## src/clk_tone_pkg.sv

```systemverilog
// Purpose: Shared constants for the clock, tone table and path enable block.
// Assumes: APB slave with 32-bit data, one register per aligned word.
// Notes: Tone table and clock words follow the program block layout.
`default_nettype none
package clk_tone_pkg;
    localparam logic [11:0] MODE_OFFSET = 12'h000;
    localparam logic [11:0] REF_SEL_OFFSET = 12'h004;
    localparam logic [11:0] PLL_MULT_OFFSET = 12'h008;
    localparam logic [11:0] REF_DIV_OFFSET = 12'h00C;
    localparam logic [11:0] CONV_DIV_OFFSET = 12'h010;
    localparam logic [11:0] CONV_SRC_OFFSET = 12'h014;
    localparam logic [11:0] STATUS_OFFSET = 12'h018;
    localparam logic [11:0] TONE_BASE_OFFSET = 12'h040;
    localparam int MODE_TX_BIT = 7;
    localparam int MODE_RX_BIT = 0;
    localparam int REF_KHZ_DEFAULT = 6144;
    localparam int XTAL_MAX_KHZ = 12288;
    localparam int EXT_MAX_KHZ = 24576;
    localparam int CORE_KHZ = 24576;
    localparam logic [7:0] PLL_MULT_RESET = 8'h04;
    localparam logic [7:0] REF_DIV_RESET = 8'h01;
    localparam logic [7:0] CONV_DIV_RESET = 8'h0C;
    localparam logic [15:0] TONE_RESET [16] = '{
        16'h07BD, 16'h0464, 16'h04AD, 16'h04FB, 16'h054E, 16'h05A6, 16'h0604, 16'h0668,
        16'h06D3, 16'h0744, 16'h0960, 16'h03A2, 16'h08C7, 16'h03DF, 16'h083E, 16'h041F};
endpackage
`default_nettype wire

```

## src/clk_tone_ctrl.sv

```systemverilog
// Purpose: Clock configuration, tone table and path enable outputs.
// Assumes: Analog PLL and oscillator sit outside; this logic sets them.
// Notes: Converter strobe divides the chosen source by a settable ratio.
`default_nettype none
module clk_tone_ctrl (
    input wire logic clock,
    input wire logic arst_n,
    input wire logic psel,
    input wire logic penable,
    input wire logic pwrite,
    input wire logic [11:0] paddr,
    input wire logic [31:0] pwdata,
    output logic [31:0] prdata,
    output logic pready,
    output logic pslverr,
    input wire logic pll_locked,
    input wire logic ref_tick,
    output logic ref_external_sel,
    output logic [7:0] pll_mult,
    output logic [7:0] ref_div,
    output logic conv_strobe,
    output logic tx_path_enable_out,
    output logic rx_path_enable_out
);
    import clk_tone_pkg::*;

    logic [15:0] tone_reg [16];
    logic [15:0] mode_reg;
    logic ref_sel_reg;
    logic [7:0] pll_mult_reg;
    logic [7:0] ref_div_reg;
    logic [7:0] conv_div_reg;
    logic conv_src_reg;
    logic [7:0] conv_cnt_reg;
    logic conv_strobe_reg;
    logic tx_en_reg;
    logic rx_en_reg;
    logic wr_en;
    logic rd_hit;
    logic [31:0] rd_data;
    logic conv_tick;

    ////////////////////////////////////////////////////////////////////////////
    // Decoding used by read and write paths
    function automatic logic is_tone(input logic [11:0] a);
        return a[11:6] == TONE_BASE_OFFSET[11:6];
    endfunction

    // Zero-wait APB slave
    assign pready = 1'b1;
    assign wr_en = psel & penable & pwrite;
    assign pslverr = 1'b0;

    ////////////////////////////////////////////////////////////////////////////
    // Tone table, one word per slot, reset to the default set
    generate
        for (genvar s = 0; s < 16; s++) begin : g_tone
            // Slot word, rewritten only by a write to its own address
            always_ff @(posedge clock or negedge arst_n) begin
                if (!arst_n) begin
                    tone_reg[s] <= TONE_RESET[s];
                end else if (wr_en && is_tone(paddr) && paddr[5:2] == 4'(s)) begin
                    tone_reg[s] <= pwdata[15:0];
                end
            end

            // A write elsewhere leaves this slot alone
            tone_keep_a: assert property (@(posedge clock) disable iff (!arst_n)
                !(wr_en && is_tone(paddr) && paddr[5:2] == 4'(s)) |=> $stable(tone_reg[s]))
                else $error("tone slot changed without a write");
        end
    endgenerate

    // Mode word
    always_ff @(posedge clock or negedge arst_n) begin
        if (!arst_n) begin
            mode_reg <= 16'h0000;
        end else if (wr_en && paddr == MODE_OFFSET) begin
            mode_reg <= pwdata[15:0];
        end
    end

    // Clock configuration, defaults for the nominal crystal
    always_ff @(posedge clock or negedge arst_n) begin
        if (!arst_n) begin
            ref_sel_reg <= 1'b0;
            pll_mult_reg <= PLL_MULT_RESET;
            ref_div_reg <= REF_DIV_RESET;
            conv_div_reg <= CONV_DIV_RESET;
            conv_src_reg <= 1'b0;
        end else if (wr_en) begin
            case (paddr)
                REF_SEL_OFFSET: ref_sel_reg <= pwdata[0];
                PLL_MULT_OFFSET: pll_mult_reg <= pwdata[7:0];
                REF_DIV_OFFSET: ref_div_reg <= pwdata[7:0];
                CONV_DIV_OFFSET: conv_div_reg <= pwdata[7:0];
                CONV_SRC_OFFSET: conv_src_reg <= pwdata[0];
                default: ;
            endcase
        end
    end

    // Core clock = reference * mult / div, driven to the PLL
    assign pll_mult = pll_mult_reg;
    assign ref_div = ref_div_reg;
    assign ref_external_sel = ref_sel_reg;

    ////////////////////////////////////////////////////////////////////////////
    // Converter strobe: divide core clock or reference tick
    assign conv_tick = conv_src_reg ? ref_tick : 1'b1;

    always_ff @(posedge clock or negedge arst_n) begin
        if (!arst_n) begin
            conv_cnt_reg <= 8'h00;
            conv_strobe_reg <= 1'b0;
        end else begin
            conv_strobe_reg <= 1'b0;
            if (conv_tick) begin
                if (conv_cnt_reg + 8'h01 >= conv_div_reg) begin
                    conv_cnt_reg <= 8'h00;
                    conv_strobe_reg <= 1'b1;
                end else begin
                    conv_cnt_reg <= conv_cnt_reg + 8'h01;
                end
            end
        end
    end
    assign conv_strobe = conv_strobe_reg;

    ////////////////////////////////////////////////////////////////////////////
    // Path enables, active low, two edges after the mode write
    always_ff @(posedge clock or negedge arst_n) begin
        if (!arst_n) begin
            tx_en_reg <= 1'b1;
            rx_en_reg <= 1'b1;
        end else begin
            tx_en_reg <= ~(mode_reg[MODE_TX_BIT] & ~mode_reg[MODE_RX_BIT]);
            rx_en_reg <= ~(mode_reg[MODE_RX_BIT] & ~mode_reg[MODE_TX_BIT]);
        end
    end
    assign tx_path_enable_out = tx_en_reg;
    assign rx_path_enable_out = rx_en_reg;

    ////////////////////////////////////////////////////////////////////////////
    // Read mux, unmapped reads as zero
    always_comb begin
        rd_hit = 1'b1;
        rd_data = 32'h0000_0000;
        if (is_tone(paddr)) begin
            rd_data = {16'h0000, tone_reg[paddr[5:2]]};
        end else begin
            case (paddr)
                MODE_OFFSET: rd_data = {16'h0000, mode_reg};
                REF_SEL_OFFSET: rd_data = {31'h0, ref_sel_reg};
                PLL_MULT_OFFSET: rd_data = {24'h0, pll_mult_reg};
                REF_DIV_OFFSET: rd_data = {24'h0, ref_div_reg};
                CONV_DIV_OFFSET: rd_data = {24'h0, conv_div_reg};
                CONV_SRC_OFFSET: rd_data = {31'h0, conv_src_reg};
                STATUS_OFFSET: rd_data = {29'h0, pll_locked, rx_en_reg, tx_en_reg};
                default: rd_hit = 1'b0;
            endcase
        end
    end

    always_ff @(posedge clock or negedge arst_n) begin
        if (!arst_n) begin
            prdata <= 32'h0000_0000;
        end else if (psel && !penable && !pwrite) begin
            prdata <= rd_hit ? rd_data : 32'h0000_0000;
        end
    end

    ////////////////////////////////////////////////////////////////////////////
    // Checks on the path enables

    // Transmit only pulls the transmit enable low
    tx_low_only_a: assert property (@(posedge clock) disable iff (!arst_n)
        (mode_reg[MODE_TX_BIT] && !mode_reg[MODE_RX_BIT]) |=> !tx_path_enable_out)
        else $error("tx enable not low in tx mode");

    // Receive only pulls the receive enable low
    rx_low_only_a: assert property (@(posedge clock) disable iff (!arst_n)
        (mode_reg[MODE_RX_BIT] && !mode_reg[MODE_TX_BIT]) |=> !rx_path_enable_out)
        else $error("rx enable not low in rx mode");

    // Idle and duplex keep both enables high
    both_high_a: assert property (@(posedge clock) disable iff (!arst_n)
        (mode_reg[MODE_TX_BIT] == mode_reg[MODE_RX_BIT]) |=> (tx_path_enable_out && rx_path_enable_out))
        else $error("enable low in idle or duplex mode");

    // Transmit enable high outside transmit only
    tx_high_a: assert property (@(posedge clock) disable iff (!arst_n)
        !(mode_reg[MODE_TX_BIT] && !mode_reg[MODE_RX_BIT]) |=> tx_path_enable_out)
        else $error("tx enable low outside tx mode");

    // Receive enable high outside receive only
    rx_high_a: assert property (@(posedge clock) disable iff (!arst_n)
        !(mode_reg[MODE_RX_BIT] && !mode_reg[MODE_TX_BIT]) |=> rx_path_enable_out)
        else $error("rx enable low outside rx mode");

    // The two enables are never low together
    never_both_low_a: assert property (@(posedge clock) disable iff (!arst_n)
        !(!tx_path_enable_out && !rx_path_enable_out))
        else $error("both enables low");

    // A receive mode write shows on the enable two edges later
    enable_follow_a: assert property (@(posedge clock) disable iff (!arst_n)
        (wr_en && paddr == MODE_OFFSET && !pwdata[MODE_TX_BIT] && pwdata[MODE_RX_BIT]) |=> ##1 !rx_path_enable_out)
        else $error("rx enable late after mode write");

    // Mode word takes the written value
    mode_write_a: assert property (@(posedge clock) disable iff (!arst_n)
        (wr_en && paddr == MODE_OFFSET) |=> mode_reg == $past(pwdata[15:0]))
        else $error("mode word not written");

    ////////////////////////////////////////////////////////////////////////////
    // Checks on the tone table and the clock words

    // Addressed tone slot takes the written value
    tone_write_a: assert property (@(posedge clock) disable iff (!arst_n)
        (wr_en && is_tone(paddr)) |=> tone_reg[$past(paddr[5:2])] == $past(pwdata[15:0]))
        else $error("tone slot not written");

    // Multiplier reaches the PLL
    pll_cfg_a: assert property (@(posedge clock) disable iff (!arst_n)
        (wr_en && paddr == PLL_MULT_OFFSET) |=> pll_mult == $past(pwdata[7:0]))
        else $error("pll multiplier not loaded");

    // Reference divider reaches the PLL
    ref_div_cfg_a: assert property (@(posedge clock) disable iff (!arst_n)
        (wr_en && paddr == REF_DIV_OFFSET) |=> ref_div == $past(pwdata[7:0]))
        else $error("reference divider not loaded");

    // Reference source select reaches the oscillator
    ref_sel_a: assert property (@(posedge clock) disable iff (!arst_n)
        (wr_en && paddr == REF_SEL_OFFSET) |=> ref_external_sel == $past(pwdata[0]))
        else $error("reference select not loaded");

    // Converter ratio takes the written value
    conv_div_cfg_a: assert property (@(posedge clock) disable iff (!arst_n)
        (wr_en && paddr == CONV_DIV_OFFSET) |=> conv_div_reg == $past(pwdata[7:0]))
        else $error("converter ratio not loaded");

    // Converter source takes the written value
    conv_src_cfg_a: assert property (@(posedge clock) disable iff (!arst_n)
        (wr_en && paddr == CONV_SRC_OFFSET) |=> conv_src_reg == $past(pwdata[0]))
        else $error("converter source not loaded");

    ////////////////////////////////////////////////////////////////////////////
    // Checks on the converter strobe

    // Strobe lasts one cycle for ratios above one
    conv_strobe_pulse_a: assert property (@(posedge clock) disable iff (!arst_n)
        (conv_strobe && conv_div_reg > 8'h01) |=> !conv_strobe)
        else $error("converter strobe too long");

    // No reference tick, no strobe from the reference
    ref_gate_a: assert property (@(posedge clock) disable iff (!arst_n)
        (conv_src_reg && !ref_tick) |=> !conv_strobe)
        else $error("strobe without reference tick");

    // Last count of a period fires the strobe
    strobe_count_a: assert property (@(posedge clock) disable iff (!arst_n)
        (conv_tick && conv_cnt_reg + 8'h01 >= conv_div_reg) |=> conv_strobe)
        else $error("strobe missing at end of period");

    // A zero ratio divides by one
    zero_ratio_a: assert property (@(posedge clock) disable iff (!arst_n)
        (conv_tick && conv_div_reg == 8'h00) |=> conv_strobe)
        else $error("zero ratio does not divide by one");

    // Counter holds between ticks
    tick_count_a: assert property (@(posedge clock) disable iff (!arst_n)
        !conv_tick |=> conv_cnt_reg == $past(conv_cnt_reg))
        else $error("counter moved without a tick");

    ////////////////////////////////////////////////////////////////////////////
    // Checks on the read path

    // Tone read returns the slot word
    tone_read_a: assert property (@(posedge clock) disable iff (!arst_n)
        (psel && !penable && !pwrite && is_tone(paddr)) |=> prdata == {16'h0000, $past(tone_reg[paddr[5:2]])})
        else $error("tone read data wrong");

    // Mode read returns the mode word
    mode_read_a: assert property (@(posedge clock) disable iff (!arst_n)
        (psel && !penable && !pwrite && paddr == MODE_OFFSET) |=> prdata == {16'h0000, $past(mode_reg)})
        else $error("mode read data wrong");

    // Status read returns lock and enables
    status_read_a: assert property (@(posedge clock) disable iff (!arst_n)
        (psel && !penable && !pwrite && paddr == STATUS_OFFSET)
        |=> prdata == {29'h0, $past(pll_locked), $past(rx_en_reg), $past(tx_en_reg)})
        else $error("status read data wrong");

    // Unmapped reads return zero
    unmapped_read_a: assert property (@(posedge clock) disable iff (!arst_n)
        (psel && !penable && !pwrite && !rd_hit) |=> prdata == 32'h0000_0000)
        else $error("unmapped read not zero");

    // Read data stands until the next read setup
    read_hold_a: assert property (@(posedge clock) disable iff (!arst_n)
        !(psel && !penable && !pwrite) |=> $stable(prdata))
        else $error("read data changed outside a read");
endmodule
`default_nettype wire

```

## config.mk

```make
export PLATFORM = sky130hd
export DESIGN_NAME = clk_tone_ctrl
export DESIGN_NICKNAME = d
export VERILOG_FILES = /design/src/clk_tone_pkg.sv /design/src/clk_tone_ctrl.sv
export SDC_FILE = /design/constraint.sdc
export NUM_CORES = 1
export LEC_CHECK = 0
export BUFFER_PORTS_ARGS = -buffer_cell sky130_fd_sc_hd__buf_4
export CORE_ASPECT_RATIO = 0.7
export CORE_MARGIN = 3
export CORE_UTILIZATION = 61
export DETAILED_ROUTE_END_ITERATION = 16
export PLACE_DENSITY = 0.8
export REMOVE_ABC_BUFFERS = 1
export SLEW_MARGIN = 20
export SYNTH_ARGS = -nofsm -noshare
export SYNTH_HDL_FRONTEND = slang
export SYNTH_SLANG_ARGS = --single-unit
```

## constraint.sdc

```tcl
create_clock -name clock -period 2.94 [get_ports clock]
set_input_delay 0.294 -clock clock [delete_from_list [all_inputs] [get_ports clock]]
set_output_delay 0.294 -clock clock [all_outputs]
set_load 0.01 [all_outputs]
```

==> impl_metrics.csv <==
group,metric,value,unit
timing,post-route-period-util,89.7,%
floorplanning,start_util,63.5,%
detailed_routing,drt-pass1-iter-count,5,
global_routing,grt_remaining_overflow,0,
cells_and_area,antenna_cells,0,
cells_and_area,syn_to_final_growth,12.1,%
logic_synthesis,synth_area_leader_cell,"dfrtp_1",
cells_and_area,largest_reg_flops,256,
floorplanning,core,24200,um2
timing,max_freq,379,MHz
timing,hold_violations,0,
global_routing,grtUsageTotal,26.6,%
critical_path,path_class,"flop to flop",
timing,tns,0,ps
timing,rsz0062_at_grt,"false",
timing,fin_crit,2640,ps
floorplanning,die_w,196,um
floorplanning,die_y,139,um
critical_path,crit_required,3440,ps
run_status,status,"complete, no violations",
critical_path,cp_data_arrival_time,3140,ps
logic_synthesis,avgSynthCellArea,14.8,um2
timing,relSlewSlack,49.3,%
logic_synthesis,synth_common_cells,"mux2_2, dfrtp_1, dfstp_2, mux4_2, buf_4",
detailed_routing,drc,0,
clocking,cts_tree,"done",
pwr,p_per_area,541,nW/um2
timing,setup-violations-final,0,
global_routing,antenna_found_initial,0,
hold_path,timing.hold.worst.class,"primary input to flop",
detailed_routing,drtAntennaViolNets,0,
logic_synthesis,synth.most_common_cell,"mux2_2",
timing,finClkSkew,10.1,ps
logic_synthesis,synth-async-reset-ratio,100,%
critical_path,reg2regPathDepth,9,
logic_synthesis,syn_inst,1041,
flow_run,maxCapViolCount,0,
timing,worst_slew_pin_slew,760,ps
logic_synthesis,synth_top_area_share,36.5,%
critical_path,crit_buf_inv,0,
critical_path,path_cells,"ha_1 > nand3_1 > nor2_1 > xor2_1 > ha_1 > a21o_1 > a221o_1 > nor4b_1 > a21o_1",
detailed_routing,viasPerCell,6.33,
clocking,post-cts-setup-buffers,0,
clocking,cts_buffer_depth,3,
floorplanning,die-area,27200,um2
clocking,h-tree-depth,1,
logic_synthesis,synthTopCellsByArea,"dfrtp_1, mux2_2, dfstp_2",
logic_synthesis,synth_cell_type_count,55,
timing,slew_violations,0,
detailed_routing,wl_per_cell,24.6,um
floorplanning,rows,47,
logic_synthesis,synth-seq-area-share,53.7,%
cells_and_area,design_area,17200,um2
clocking,root_buffer,"clkbuf_16",
clocking,cts_sinks,325,
floorplanning,io_pins,105,
logic_synthesis,synthFlopType,"dfrtp_1",
cells_and_area,drive_above_1_share,55.3,%
logic_synthesis,synthesis.area,15400,um2
cells_and_area,nets,1162,
place,portBuffers,70,
clocking,clock_latency,560,ps
place,place.gp.congestion,0.824,
critical_path,worst-path-stages,9,
pwr,p_leak,7.99,nW
global_routing,grt_pass1_vias,9495,
logic_synthesis,yosysWarnings,0,
clocking,cts.reportedPaths.clkPinSlew,70,ps
global_routing,grt_start_max_net_pins,88,
pwr,vdd.ir_drop.worst,0.515,mV
hold_path,hold_depth,2,
place,dpl_cell_area,16200,um2
detailed_routing,routed_wirelength,35.5,mm
logic_synthesis,synth_edf_count,0,
detailed_routing,drt_iter0_markers,718,
pwr,finalPower,9.33,mW
logic_synthesis,ys_ff_latch,325,
global_routing,grt_pass1_wl,56.4,mm
detailed_routing,vias,9135,
critical_path,crit_path_max_fanout,10,
cells_and_area,fillers,1586,
place,dp_hpwl,22.5,mm
critical_path,slowest_stage,"a221o_1",
clocking,cts_made_buffers,30,
critical_path,cp_top_family,"compound AO/OA/AOI/OAI gates",
critical_path,slowest_delay,470,ps
critical_path,worst_setup_path_start_kind,"flop",
critical_path,end_kind,"flop",
per-stage QoR:
stage          std cells  utilization, %  hold slack [ps]  setup WS, ps
3_3_place_gp        1387            66.9              238           439
5_1_grt             1444            71.1             88.9           152
2_1_floorplan        961               -            -1.59           631
4_1_cts             1444            71.1             65.4           315
3_5_place_dp        1387            66.9              235           342
6_report            1444            71.1             86.8           302
cell usage in the layout (no fill, tap or decap), drive strengths merged, types with 5 or more instances in the layout:
| master | n |
|---|---|
| mux2i | 22 |
| nand2 | 32 |
| a221o | 10 |
| mux2 | 291 |
| nor2 | 32 |
| o21ai | 27 |
| and3 | 6 |
| mux4 | 64 |
| a22oi | 5 |
| ha | 9 |
| nor2b | 5 |
| nor3 | 17 |
| dfstp | 101 |
| nand2b | 7 |
| a21oi | 7 |
| clkbuf | 48 |
| o22ai | 18 |
| nand3 | 12 |
| dfrtp | 224 |
| conb | 18 |
| o21bai | 6 |
| inv | 9 |
| buf | 108 |
| a221oi | 5 |
area by class of cell:
type / count / area, um2 / share of cell area (%)
Timing Repair Buffer: 109 / 941 / 5.46
Clock inverter: 8 / 118 / 0.682
Tap cell: 318 / 398 / 2.31
Multi-Input combinational cell: 627 / 6580 / 38.2
Clock buffer: 48 / 910 / 5.28
Inverter: 9 / 33.8 / 0.196
Sequential cell: 325 / 8260 / 47.9
worst paths after layout:
kind | slack, ps | end | start
min in group asynchronous | 240 | tone_reg[12]$_DFFE_PN0P_ | arst_n
setup reg to reg | 300 | conv_cnt_reg[2]$_DFFE_PN0N_ | conv_cnt_reg[0]$_DFFE_PN0N_
max in group asynchronous | 1860 | tone_reg[10]$_DFFE_PN1P_ | arst_n
hold / removal | 90 | tone_reg[75]$_DFFE_PN0P_ | pwdata[11]
setup / recovery | 300 | conv_cnt_reg[2]$_DFFE_PN0N_ | conv_cnt_reg[0]$_DFFE_PN0N_
hold reg to reg | 470 | rx_path_enable_out$_DFF_PN1_ | mode_reg[0]$_DFFE_PN0P_
layer usage:
layer / vias to the layer above / global-route usage, % / routed length, um
met4: 0 / 5.96 / 764
li1: 3947 / - / -
met1: 4842 / 40.5 / 16100
met2: 293 / 40.4 / 16400
met5: - / 0 / 0
met3: 53 / 5.20 / 2260
logic make-up (layout without fill, tap and decap cells):
| family | after synthesis | in the layout | synth area share (%) |
|---|---|---|---|
| compound gates | 88 | 88 | 3.85 |
| xor+xnor | 6 | 6 | 0.342 |
| fa+ha+maj | 9 | 9 | 0.732 |
| buf+inv | 105 | 174 | 3.91 |
| flops | 325 | 325 | 53.7 |
| mux | 377 | 377 | 32.1 |
| other cells | 2 | 18 | 0.0489 |
| simple gates | 129 | 129 | 5.27 |
where the power goes:
part	switching [mW]	leakage, nW	internal (mW)	total (mW)
clock network	1.67	0.502	2.37	4.04
registers	0.0776	4.11	4.56	4.64
logic	0.401	3.37	0.243	0.644
total	2.15	7.99	7.18	9.33
repair_timing:
action | CTS | global route
hold endpoints to repair | 45 | 0
hold buffers | 1 | 0
endpoints found under the setup margin | 0 | 0
gates resized for setup | 0 | 0
Power figures use the tool's default switching activity.
